`src/mcat_pkg.sv`:
```
// Contract
// - Word count one to zero raises monitor interrupt
// - Quarter output, bit 30: early monitor
// - Quarter output, bit 31: early end-of-transmission
// - Chain pointer sits just above access word
// - Index realigned, bank extended, bit0 picks word
// - Data address is pointer base plus start
// - External or terminal monitor starts tabling
// - Active table pointer holds count and address
// - Auxiliary table pointer kept alongside active
// - Table address is chain base plus offset
// - Each entry lowers count, raises address, two
// - Empty table reloads active, raises table-full
// - Hardware never alters auxiliary pointer
// - Tabling notified at once or latched
// - First table word carries kind, status, index
// - Second word is access word, external only
// - Function load fetches one word, sends it
// - Function address is output base plus start
// - Terminal count chains when pointer bit 18
// - External interrupt chains when pointer bit 19
// - Part select walks halves, steps on last
// - Quarter mode count is twelve bits wide
// - Bank select extends fifteen bits to 24
// - Step field increments, decrements or holds
package mcat_pkg;
  localparam logic [7:0]  REG_BANK = 8'h00;
  localparam logic [7:0]  REG_CBR  = 8'h04;
  localparam logic [7:0]  REG_ACT  = 8'h08;
  localparam logic [7:0]  REG_AUX  = 8'h0C;
  localparam logic [7:0]  REG_OPTR = 8'h10;
  localparam logic [7:0]  REG_CTRL = 8'h14;
  localparam logic [7:0]  REG_STAT = 8'h18;
  localparam logic [7:0]  REG_FN   = 8'h1C;
  localparam logic [35:0] WORD_RST = 36'h0;
  localparam logic [2:0]  CTRL_RST = 3'h0;
  localparam int          CTRL_QUARTER = 0;
  localparam int          CTRL_MON     = 1;
  localparam int          CTRL_NOTIFY  = 2;
  localparam int          STAT_ACT     = 0;
  localparam int          STAT_BUSY    = 1;
  localparam int          CPW_CHAIN    = 18;
  localparam int          CPW_EICHAIN  = 19;
  localparam int          QC_MON       = 30;
  localparam int          QC_EOT       = 31;
  localparam int          TW_EXT       = 35;
  localparam logic [23:0] TF_OFFSET    = 24'h000096;
  localparam logic [15:0] TAB_STEP     = 16'h0002;
  typedef enum logic [3:0] {
    ST_IDLE = 4'h0, ST_RD_ACW = 4'h1, ST_RD_CPW = 4'h2, ST_RD_DAT = 4'h3,
    ST_WR_DAT = 4'h4, ST_WR_ACW = 4'h5, ST_CH_ACW = 4'h6, ST_CH_CPW = 4'h7,
    ST_WB_ACW = 4'h8, ST_WB_CPW = 4'h9, ST_TB_W1 = 4'hA, ST_TB_W2 = 4'hB,
    ST_TB_UPD = 4'hC, ST_DONE = 4'hD, ST_FN_ACW = 4'hE, ST_FN_WORD = 4'hF
  } mcat_state_e;
endpackage

```
`src/mcat_channel.sv`:
```
`timescale 1ns/1ps
`default_nettype none
module mcat_channel (
  input  wire logic        clk_sys,
  input  wire logic        sys_rst,
  input  wire logic [7:0]  reg_addr,
  input  wire logic [35:0] reg_wdata,
  input  wire logic        reg_we,
  input  wire logic        reg_re,
  output logic      [35:0] reg_rdata,
  input  wire logic        idx_valid,
  input  wire logic [35:0] idx_value,
  input  wire logic        idx_output,
  input  wire logic        idx_ext_int,
  input  wire logic [16:0] idx_ext_status,
  output logic             idx_ack,
  output logic             mem_req,
  output logic             mem_we,
  output logic      [23:0] mem_addr,
  output logic      [35:0] mem_wdata,
  input  wire logic        mem_ack,
  input  wire logic [35:0] mem_rdata,
  output logic      [17:0] out_char,
  output logic             out_valid,
  output logic      [35:0] fn_word,
  output logic             fn_valid,
  output logic             eot_pulse,
  output logic             mon_int,
  output logic             tab_int,
  output logic             tf_int,
  output logic      [23:0] int_vector
);
  mcat_pkg::mcat_state_e state_r;
  logic        vld_s1_r, vld_s2_r;
  logic [54:0] in_s1_r, in_s2_r;
  logic [35:0] idx_r, acw_r, cpw_r, dat_r, oacw_r;
  logic        dir_r, ext_r;
  logic [16:0] est_r;
  logic [8:0]  bank_r;
  logic [14:0] cbr_r;
  logic [35:0] act_r, aux_r, optr_r;
  logic [2:0]  ctrl_r;
  logic        act_des_r, fn_pend_r;
  logic [23:0] fn_loc_r;
  logic        ack_r, req_r, we_r, ov_r, fv_r, eot_r, mon_r, tab_r, tf_r;
  logic [23:0] addr_r, vec_r;
  logic [35:0] wd_r, rd_r, fnw_r;
  logic [17:0] och_r;

  // Base sits at bit 9 and up, 18-bit relative part added from bit 0
  function automatic logic [23:0] addr_add(input logic [14:0] base, input logic [17:0] rel);
    addr_add = {base, 9'h000} + {6'h00, rel};
  endfunction

  // Access word fields; quarter mode narrows the count to twelve bits
  wire         q_mode   = ctrl_r[mcat_pkg::CTRL_QUARTER];
  wire  [14:0] wcnt     = q_mode ? {3'h0, acw_r[29:18]} : acw_r[32:18];
  wire  [1:0]  hsel     = q_mode ? acw_r[33:32] : {1'b0, acw_r[33]};
  wire  [1:0]  g_fld    = acw_r[35:34];
  wire         last_pt  = q_mode ? (hsel == 2'h3) : hsel[0];
  wire  [14:0] w_nxt    = last_pt ? wcnt - 15'h0001 : wcnt;
  wire  [1:0]  h_nxt    = hsel + 2'h1;
  // Start address moves only after the final part of a word
  wire  [17:0] v_nxt    = !last_pt ? acw_r[17:0] :
                          (g_fld == 2'h0) ? acw_r[17:0] + 18'h00001 :
                          (g_fld == 2'h2) ? acw_r[17:0] - 18'h00001 : acw_r[17:0];
  wire  [35:0] acw_upd  = q_mode ? {g_fld, h_nxt, acw_r[31:30], w_nxt[11:0], v_nxt}
                                 : {g_fld, h_nxt[0], w_nxt, v_nxt};
  wire         term     = last_pt && (wcnt == 15'h0001);
  wire         pre_last = q_mode && dir_r && last_pt && (wcnt == 15'h0002);
  wire         chain_ok = cpw_r[mcat_pkg::CPW_CHAIN];
  wire         mon_en   = ctrl_r[mcat_pkg::CTRL_MON];

  // Part placement: halves low then high, quarters from the top down
  wire  [5:0]  sh       = q_mode ? 6'(({4'h0, 2'h3 - hsel}) * 6'h09) : (hsel[0] ? 6'h12 : 6'h00);
  wire  [35:0] pmask    = q_mode ? 36'h0000001FF : 36'h00003FFFF;
  wire  [35:0] part_w   = (dat_r >> sh) & pmask;
  wire  [35:0] merged   = (dat_r & ~(pmask << sh)) | (({18'h00000, idx_r[35:18]} & pmask) << sh);

  // Addresses for every storage step
  wire  [23:0] acw_addr = {bank_r, idx_r[13:0], 1'b0};
  wire  [23:0] dat_addr = addr_add(cpw_r[35:21], acw_r[17:0]);
  wire  [23:0] chn_addr = addr_add(cbr_r, cpw_r[17:0]);
  wire  [23:0] tab_addr = addr_add(cbr_r, act_r[17:0]);
  wire  [23:0] fnd_addr = addr_add(optr_r[35:21], oacw_r[17:0]);
  wire  [35:0] tab_w1   = {ext_r, ext_r ? est_r : 17'h00000, 4'h0, idx_r[13:0]};
  wire  [15:0] act_cnt  = act_r[33:18];
  wire  [15:0] cnt_nxt  = act_cnt - mcat_pkg::TAB_STEP;
  wire  [17:0] tadr_nxt = act_r[17:0] + {2'h0, mcat_pkg::TAB_STEP};

  wire         mem_st   = (state_r != mcat_pkg::ST_IDLE) && (state_r != mcat_pkg::ST_TB_UPD)
                          && (state_r != mcat_pkg::ST_DONE);
  wire         acc      = req_r && mem_ack;
  wire         accept   = (state_r == mcat_pkg::ST_IDLE) && !fn_pend_r && vld_s2_r && !ack_r;
  wire  [23:0] st_addr  =
    (state_r == mcat_pkg::ST_RD_ACW || state_r == mcat_pkg::ST_WR_ACW ||
     state_r == mcat_pkg::ST_WB_ACW) ? acw_addr :
    (state_r == mcat_pkg::ST_RD_CPW || state_r == mcat_pkg::ST_WB_CPW) ? {acw_addr[23:1], 1'b1} :
    (state_r == mcat_pkg::ST_RD_DAT || state_r == mcat_pkg::ST_WR_DAT) ? dat_addr :
    (state_r == mcat_pkg::ST_CH_ACW) ? chn_addr :
    (state_r == mcat_pkg::ST_CH_CPW) ? chn_addr + 24'h000001 :
    (state_r == mcat_pkg::ST_TB_W1) ? tab_addr :
    (state_r == mcat_pkg::ST_TB_W2) ? tab_addr + 24'h000001 :
    (state_r == mcat_pkg::ST_FN_ACW) ? fn_loc_r : fnd_addr;
  wire         st_we    = (state_r == mcat_pkg::ST_WR_DAT) || (state_r == mcat_pkg::ST_WR_ACW) ||
                          (state_r == mcat_pkg::ST_WB_ACW) || (state_r == mcat_pkg::ST_WB_CPW) ||
                          (state_r == mcat_pkg::ST_TB_W1) || (state_r == mcat_pkg::ST_TB_W2);
  wire  [35:0] st_wdata =
    (state_r == mcat_pkg::ST_WR_DAT) ? merged :
    (state_r == mcat_pkg::ST_WR_ACW) ? acw_upd :
    (state_r == mcat_pkg::ST_WB_CPW) ? cpw_r :
    (state_r == mcat_pkg::ST_TB_W1) ? tab_w1 : acw_r;

  // Register decode
  wire         wr_bank  = reg_we && (reg_addr == mcat_pkg::REG_BANK);
  wire         wr_cbr   = reg_we && (reg_addr == mcat_pkg::REG_CBR);
  wire         wr_act   = reg_we && (reg_addr == mcat_pkg::REG_ACT);
  wire         wr_aux   = reg_we && (reg_addr == mcat_pkg::REG_AUX);
  wire         wr_optr  = reg_we && (reg_addr == mcat_pkg::REG_OPTR);
  wire         wr_ctrl  = reg_we && (reg_addr == mcat_pkg::REG_CTRL);
  wire         wr_stat  = reg_we && (reg_addr == mcat_pkg::REG_STAT);
  wire         wr_fn    = reg_we && (reg_addr == mcat_pkg::REG_FN);
  wire         tab_fin  = (state_r == mcat_pkg::ST_TB_UPD);
  wire         tab_full = tab_fin && (cnt_nxt == 16'h0000);
  wire  [35:0] rd_mux   =
    (reg_addr == mcat_pkg::REG_BANK) ? {27'h0, bank_r} :
    (reg_addr == mcat_pkg::REG_CBR)  ? {21'h0, cbr_r} :
    (reg_addr == mcat_pkg::REG_ACT)  ? act_r :
    (reg_addr == mcat_pkg::REG_AUX)  ? aux_r :
    (reg_addr == mcat_pkg::REG_OPTR) ? optr_r :
    (reg_addr == mcat_pkg::REG_CTRL) ? {33'h0, ctrl_r} :
    (reg_addr == mcat_pkg::REG_STAT) ? {34'h0, state_r != mcat_pkg::ST_IDLE, act_des_r} : 36'h0;

  // Device pins cross two flops before anything looks at them
  always_ff @(posedge clk_sys)
  begin
    if (sys_rst)
    begin
      vld_s1_r <= 1'b0;
      vld_s2_r <= 1'b0;
      in_s1_r  <= 55'h0;
      in_s2_r  <= 55'h0;
    end
    else
    begin
      vld_s1_r <= idx_valid;
      vld_s2_r <= vld_s1_r;
      in_s1_r  <= {idx_ext_status, idx_ext_int, idx_output, idx_value};
      in_s2_r  <= in_s1_r;
    end
  end

  // Software registers; table pointer updates by hardware win over writes
  always_ff @(posedge clk_sys)
  begin
    if (sys_rst)
    begin
      bank_r    <= 9'h000;
      cbr_r     <= 15'h0000;
      act_r     <= mcat_pkg::WORD_RST;
      aux_r     <= mcat_pkg::WORD_RST;
      optr_r    <= mcat_pkg::WORD_RST;
      ctrl_r    <= mcat_pkg::CTRL_RST;
      act_des_r <= 1'b0;
      fn_pend_r <= 1'b0;
      fn_loc_r  <= 24'h000000;
      rd_r      <= 36'h0;
    end
    else
    begin
      rd_r <= reg_re ? rd_mux : 36'h0;
      if (wr_bank) bank_r <= reg_wdata[8:0];
      if (wr_cbr) cbr_r <= reg_wdata[14:0];
      if (wr_aux) aux_r <= reg_wdata;
      if (wr_optr) optr_r <= reg_wdata;
      if (wr_ctrl) ctrl_r <= reg_wdata[2:0];
      if (tab_full) act_r <= aux_r;
      else if (tab_fin) act_r <= {act_r[35:34], cnt_nxt, tadr_nxt};
      else if (wr_act) act_r <= reg_wdata;
      // Latched activity: a new entry beats a clear in the same cycle
      if (tab_fin && !ctrl_r[mcat_pkg::CTRL_NOTIFY]) act_des_r <= 1'b1;
      else if (wr_stat && reg_wdata[mcat_pkg::STAT_ACT]) act_des_r <= 1'b0;
      if (wr_fn && !fn_pend_r)
      begin
        fn_pend_r <= 1'b1;
        fn_loc_r  <= reg_wdata[23:0];
      end
      else if (state_r == mcat_pkg::ST_FN_ACW) fn_pend_r <= 1'b0;
    end
  end

  // Storage request holds until the answer comes back
  always_ff @(posedge clk_sys)
  begin
    if (sys_rst)
    begin
      req_r  <= 1'b0;
      we_r   <= 1'b0;
      addr_r <= 24'h000000;
      wd_r   <= 36'h0;
    end
    else if (mem_st && !req_r)
    begin
      req_r  <= 1'b1;
      we_r   <= st_we;
      addr_r <= st_addr;
      wd_r   <= st_wdata;
    end
    else if (acc) req_r <= 1'b0;
  end

  // Sequencer: fetch, transfer, update, chain and table
  always_ff @(posedge clk_sys)
  begin
    if (sys_rst)
    begin
      state_r <= mcat_pkg::ST_IDLE;
      {idx_r, acw_r, cpw_r, dat_r, oacw_r} <= {5{36'h0}};
      {dir_r, ext_r, est_r} <= 19'h0;
      {ack_r, ov_r, fv_r, eot_r, mon_r, tab_r, tf_r} <= 7'h0;
      och_r <= 18'h0;
      fnw_r <= 36'h0;
      vec_r <= 24'h000000;
    end
    else
    begin
      {ov_r, fv_r, eot_r, mon_r, tab_r, tf_r} <= 6'h0;
      if (!vld_s2_r) ack_r <= 1'b0;
      if (tab_fin)
      begin
        tab_r <= ctrl_r[mcat_pkg::CTRL_NOTIFY];
        tf_r  <= tab_full;
        if (tab_full) vec_r <= mcat_pkg::TF_OFFSET + {15'h0000, bank_r};
      end
      unique case (state_r)
        mcat_pkg::ST_IDLE:
          if (fn_pend_r) state_r <= mcat_pkg::ST_FN_ACW;
          else if (accept)
          begin
            idx_r   <= in_s2_r[35:0];
            dir_r   <= in_s2_r[36];
            ext_r   <= in_s2_r[37];
            est_r   <= in_s2_r[54:38];
            state_r <= mcat_pkg::ST_RD_ACW;
          end
        mcat_pkg::ST_RD_ACW:
          if (acc)
          begin
            acw_r   <= mem_rdata;
            state_r <= mcat_pkg::ST_RD_CPW;
          end
        mcat_pkg::ST_RD_CPW:
          if (acc)
          begin
            cpw_r   <= mem_rdata;
            state_r <= ext_r ? mcat_pkg::ST_TB_W1 :
                       (wcnt == 15'h0000) ? mcat_pkg::ST_DONE : mcat_pkg::ST_RD_DAT;
          end
        mcat_pkg::ST_RD_DAT:
          if (acc)
          begin
            dat_r   <= mem_rdata;
            state_r <= dir_r ? mcat_pkg::ST_WR_ACW : mcat_pkg::ST_WR_DAT;
            if (dir_r)
            begin
              och_r <= 18'((mem_rdata >> sh) & pmask);
              ov_r  <= 1'b1;
              mon_r <= pre_last && acw_r[mcat_pkg::QC_MON];
              eot_r <= pre_last && acw_r[mcat_pkg::QC_EOT];
            end
          end
        mcat_pkg::ST_WR_DAT:
          if (acc) state_r <= mcat_pkg::ST_WR_ACW;
        mcat_pkg::ST_WR_ACW:
          if (acc)
          begin
            mon_r   <= term && !chain_ok && mon_en;
            state_r <= !term ? mcat_pkg::ST_DONE :
                       chain_ok ? mcat_pkg::ST_CH_ACW :
                       mon_en ? mcat_pkg::ST_TB_W1 : mcat_pkg::ST_DONE;
          end
        mcat_pkg::ST_CH_ACW:
          if (acc)
          begin
            acw_r   <= mem_rdata;
            state_r <= mcat_pkg::ST_CH_CPW;
          end
        mcat_pkg::ST_CH_CPW:
          if (acc)
          begin
            cpw_r   <= mem_rdata;
            state_r <= mcat_pkg::ST_WB_ACW;
          end
        mcat_pkg::ST_WB_ACW:
          if (acc) state_r <= mcat_pkg::ST_WB_CPW;
        mcat_pkg::ST_WB_CPW:
          if (acc) state_r <= mcat_pkg::ST_DONE;
        mcat_pkg::ST_TB_W1:
          if (acc) state_r <= ext_r ? mcat_pkg::ST_TB_W2 : mcat_pkg::ST_TB_UPD;
        mcat_pkg::ST_TB_W2:
          if (acc) state_r <= mcat_pkg::ST_TB_UPD;
        mcat_pkg::ST_TB_UPD:
          state_r <= (ext_r && cpw_r[mcat_pkg::CPW_EICHAIN]) ? mcat_pkg::ST_CH_ACW :
                     mcat_pkg::ST_DONE;
        mcat_pkg::ST_DONE:
        begin
          ack_r   <= 1'b1;
          state_r <= mcat_pkg::ST_IDLE;
        end
        mcat_pkg::ST_FN_ACW:
          if (acc)
          begin
            oacw_r  <= mem_rdata;
            state_r <= mcat_pkg::ST_FN_WORD;
          end
        mcat_pkg::ST_FN_WORD:
          if (acc)
          begin
            fnw_r   <= mem_rdata;
            fv_r    <= 1'b1;
            state_r <= mcat_pkg::ST_IDLE;
          end
      endcase
    end
  end

  assign reg_rdata  = rd_r;
  assign idx_ack    = ack_r;
  assign mem_req    = req_r;
  assign mem_we     = we_r;
  assign mem_addr   = addr_r;
  assign mem_wdata  = wd_r;
  assign out_char   = och_r;
  assign out_valid  = ov_r;
  assign fn_word    = fnw_r;
  assign fn_valid   = fv_r;
  assign eot_pulse  = eot_r;
  assign mon_int    = mon_r;
  assign tab_int    = tab_r;
  assign tf_int     = tf_r;
  assign int_vector = vec_r;
endmodule
`default_nettype wire

```
`config.mk`:
```
export PLATFORM = sky130hd
export DESIGN_NAME = mcat_channel
export DESIGN_NICKNAME = d
export VERILOG_FILES = /design/src/mcat_pkg.sv /design/src/mcat_channel.sv
export SDC_FILE = /design/constraint.sdc
export NUM_CORES = 2
export LEC_CHECK = 0
export BUFFER_PORTS_ARGS = -buffer_cell sky130_fd_sc_hd__buf_2
export CAP_MARGIN = 0
export CORE_UTILIZATION = 55
export CTS_CLUSTER_SIZE = 20
export DETAILED_ROUTE_END_ITERATION = 8
export PLACE_DENSITY = 0.73
export SLEW_MARGIN = 20
export SYNTH_ARGS = -nofsm -noshare
export SYNTH_HDL_FRONTEND = slang
export SYNTH_SLANG_ARGS = --single-unit
```
`constraint.sdc`:
```
create_clock -name clk_sys -period 5.8 [get_ports clk_sys]
set_clock_uncertainty 0.15 [all_clocks]
set_input_delay 1.16 -clock clk_sys [delete_from_list [all_inputs] [get_ports clk_sys]]
set_output_delay 1.16 -clock clk_sys [all_outputs]
set_load 0.01 [all_outputs]
```
==> summary.md <==
| Metric | Value |
|---|---|
| Post-synth EDFFs | 0 |
| Grt total ovfl | 0 |
| Syn Inst Count | 4027 |
| CP required | 6.13 ns |
| TritonCTS clock tree | built |
| Hold Path Class | flop to flop |
| Sequential share of power | 39.6% |
| Tightest Pin Transition | 1.02 ns |
| Number of vias per cell | between 6 and 7 |
| Tcrit/Tclk final | 68.8% |
| Outcome | finished, final reports clean |
| Total CTS buffers | 68 |
| Crit-path max FO | 25 |
| RSZ-0062 raised after global routing | no |
| Antenna Nets Post-Route | 0 |
| Max-cap violations | 0 |
| Die ar. | 57100 um2 |
| DR iter-0 viols | around 3700 |
| WP data arrival | 4.32 ns |
| Setup TNS Final | 0 ns |
| Post-synthesis cell area | 30900 um2 |
| Slew HR | 31.1% |
| Nets | 4324 |
| Bufs on Longest Clock Path | 3 |
| Antenna diode count | 0 |
| CORE AREA | 55300 um2 |
| Clk_lat worst skew | 0.63 ns |
| Final setup margin | ~1.8 ns |
| 1st-pass router iterations | 8 |
| Wire per inst | 22.6 um |
| Total track usage | roughly two fifths |
| NetSw | 3890 uW |
| Number of library cell types mapped by synthesis | 86 |
| Post-Layout Cell Count | 4928 |
| Die H | 239 um |
| Comb power frac | 22.3% |
| Int Power | 7960 uW |
| Leakage | 0.0125 uW |
| PwrDens | around 340 nW/um2 |
| Layout cells sized above 1 | 12.6% |
| Initial antenna violation count | 0 |
| Dpl cells | 4810 |
| Vias in the first global route | between 20000 and 30000 |
| Sequential cell area fraction in the yosys report | 39.9% |
| Async S/R FF share, synth | 0% |
| Post-CTS Resized | 0 |
| DP HPWL | 77300 um |
| Critical Path Sink Type | flop |
| Global-route wire length before repair | between 150000 and 200000 um |
| Post-Route WL | 111000 um |
| Postcts setup bufs | 0 |
| Final setup fails | 0 |
| #FFs+latches synth | 615 |
| Slew Limit Fails | 0 |
| Sw Share | 32.8% |
| I/O pins | 324 |
| Synth warnings | 0 |
| Maximum clock rate | between 0.2 and 0.3 GHz |
| Clock network power share | 38.1% |
| Primary FF master, synth | dfxtp_1 |
| # rows | 86 |
| Pre-CTS WS | 1.70 ns |
| Via count | 30800 |
| Layout area overhead | 13.0% |
| Syn_area_per_cell | 7.67 um2 |
| Hold Violations, Final | 0 |
| Min Tclk post-route | 3.99 ns |
| Starting density of the core | 55.8% |
| Count of input and output buffers | 305 |
| Clock sinks | a little over 600 |
| # DRC | 0 |
| CP startpoint kind | flop |
| Die extent in x | 239 um |
| CTS HTree Levels | 3 |
| Worst-path clk slew | about 0.070 ns |
| Critical path type | flop to flop |
| Final GP Congestion | 1.03 |
| Design Power | 11800 uW |
| Pin count of the biggest net entering global routing | approximately 110 |
| CTS root buf | clkbuf_16 |
| CTS Hold Buffers Added | 0 |
| VDD IR-drop max | approximately 0.27 mV |
[placed cells by master (no fill, tap or decap), types with 31 or more instances in the layout]
cell type,n
o211ai_1,63
nor2b_1,125
mux2i_1,78
a21oi_1,524
nand3_1,78
ha_1,47
a221oi_1,35
a22oi_1,31
buf_4,58
nor2_1,273
nor3_1,104
a211oi_1,123
nand2_1,877
buf_2,304
xor2_1,45
xnor2_1,56
dfxtp_1,613
clkbuf_16,70
o21ai_0,113
inv_1,43
[flip-flops by register name, summed over array words and instances, names as in the netlist, 18 cells and up]
name / flops
act_r: 36
acw_r: 36
aux_r: 36
cpw_r: 36
dat_r: 36
fn_loc_r: 24
fn_word: 36
idx_r: 32
in_s1_r: 51
in_s2_r: 51
mem_addr: 24
mem_wdata: 36
oacw_r: 18
optr_r: 36
out_char: 18
reg_rdata: 36
[cells by family (layout without fill, tap and decap cells)]
family / count (synthesis) / after routing / synth area share, %
flip-flops: 615 / 615 / 39.9
AND/OR/NAND/NOR: 1662 / 1662 / 24.0
adder cells (fa/ha/maj): 51 / 51 / 2.16
buffers and inverters: 385 / 525 / 4.99
XOR/XNOR: 101 / 101 / 2.87
multiplexers: 92 / 92 / 3.29
other: 1 / 14 / 0.0121
AO/OA/AOI/OAI: 1120 / 1120 / 22.8
[power groups by stage]
stage	Combinational (uW)	Sequential (uW)	Clock (uW)
floorplan	1640	4700	0
global placement	2520	4770	0
detailed placement	2540	4770	0
CTS	2560	4680	4530
global route	2800	4710	4710
finish	2640	4700	4510
[routing by layer]
layer	wire, um	global-route usage [%]	vias up
met1	44200	50.9	14300
met5	0	0	-
li1	-	-	14400
met4	7030	22.7	0
met3	11800	6.65	353
met2	48400	57.7	1798
[synthesized netlist by cell type, types with 12 or more instances]
cell type / n / area share, %
nand2_1: 878 / 11
dfxtp_1: 615 / 40
a21oi_1: 525 / 8.5
clkbuf_1: 282 / 3.4
nor2_1: 276 / 3.4
nor2b_1: 125 / 2.5
a211oi_1: 123 / 3.0
o21ai_0: 115 / 1.9
nor3_1: 108 / 1.8
nand3_1: 80 / 1.3
mux2i_1: 78 / 2.5
o211ai_1: 63 / 1.5
xnor2_1: 56 / 1.6
ha_1: 47 / 1.9
xor2_1: 45 / 1.3
inv_1: 43 / 0.52
a221oi_1: 35 / 0.99
a22oi_1: 31 / 0.75
buf_1: 31 / 0.38
and3_1: 28 / 0.57
nand2b_1: 25 / 0.51
or3_1: 25 / 0.51
a31oi_1: 22 / 0.45
a222oi_1: 21 / 0.68
o22ai_1: 21 / 0.43
buf_4: 19 / 0.46
nand4_1: 19 / 0.38
nor4_1: 19 / 0.38
o221ai_1: 18 / 0.51
o21a_1: 16 / 0.39
and2_1: 13 / 0.26
o31ai_1: 12 / 0.29
[area by class of cell]
type | count | area, um2
fillers | 5131 | 20400
multi-input cells | 3040 | 17200
flip-flops and latches | 615 | 12300
repair buffers | 363 | 1970
clock buffers | 90 | 1910
well taps | 748 | 936
clock inverters | 28 | 388
inverters | 44 | 165
[path summary, 6_finish.rpt]
kind,from,to,slack [ns],cells past startpoint
worst min register to register,in_s2_r[3],idx_r[3],0.28,2
worst min-delay path,in_s2_r[3],idx_r[3],0.28,2
worst max-delay path,state_r[2],mem_addr[21],1.81,8
worst max register to register,state_r[2],mem_addr[21],1.81,8
[critical path, cell delays in order (launching register included)]
cell      delay (ns)
dfxtp_1         0.89
buf_4           0.34
or2_1           0.29
nor2_1          0.13
or2_2           0.51
nor2_1          0.44
o221ai_1        0.29
a211oi_1        0.60
a311oi_1        0.18
[stage by stage]
step | hold WS, ns | cell area, um2 | util [%]
after floorplan | 0.264 | 30900 | -
after global placement | 0.266 | 32600 | 58.9
after detailed placement | 0.270 | 32600 | 58.9
after CTS | 0.284 | 34900 | 63.1
after global routing | 0.298 | 34900 | 63.1
final | 0.278 | 34900 | 63.1
Note: power is estimated with default switching activity, not from simulation.
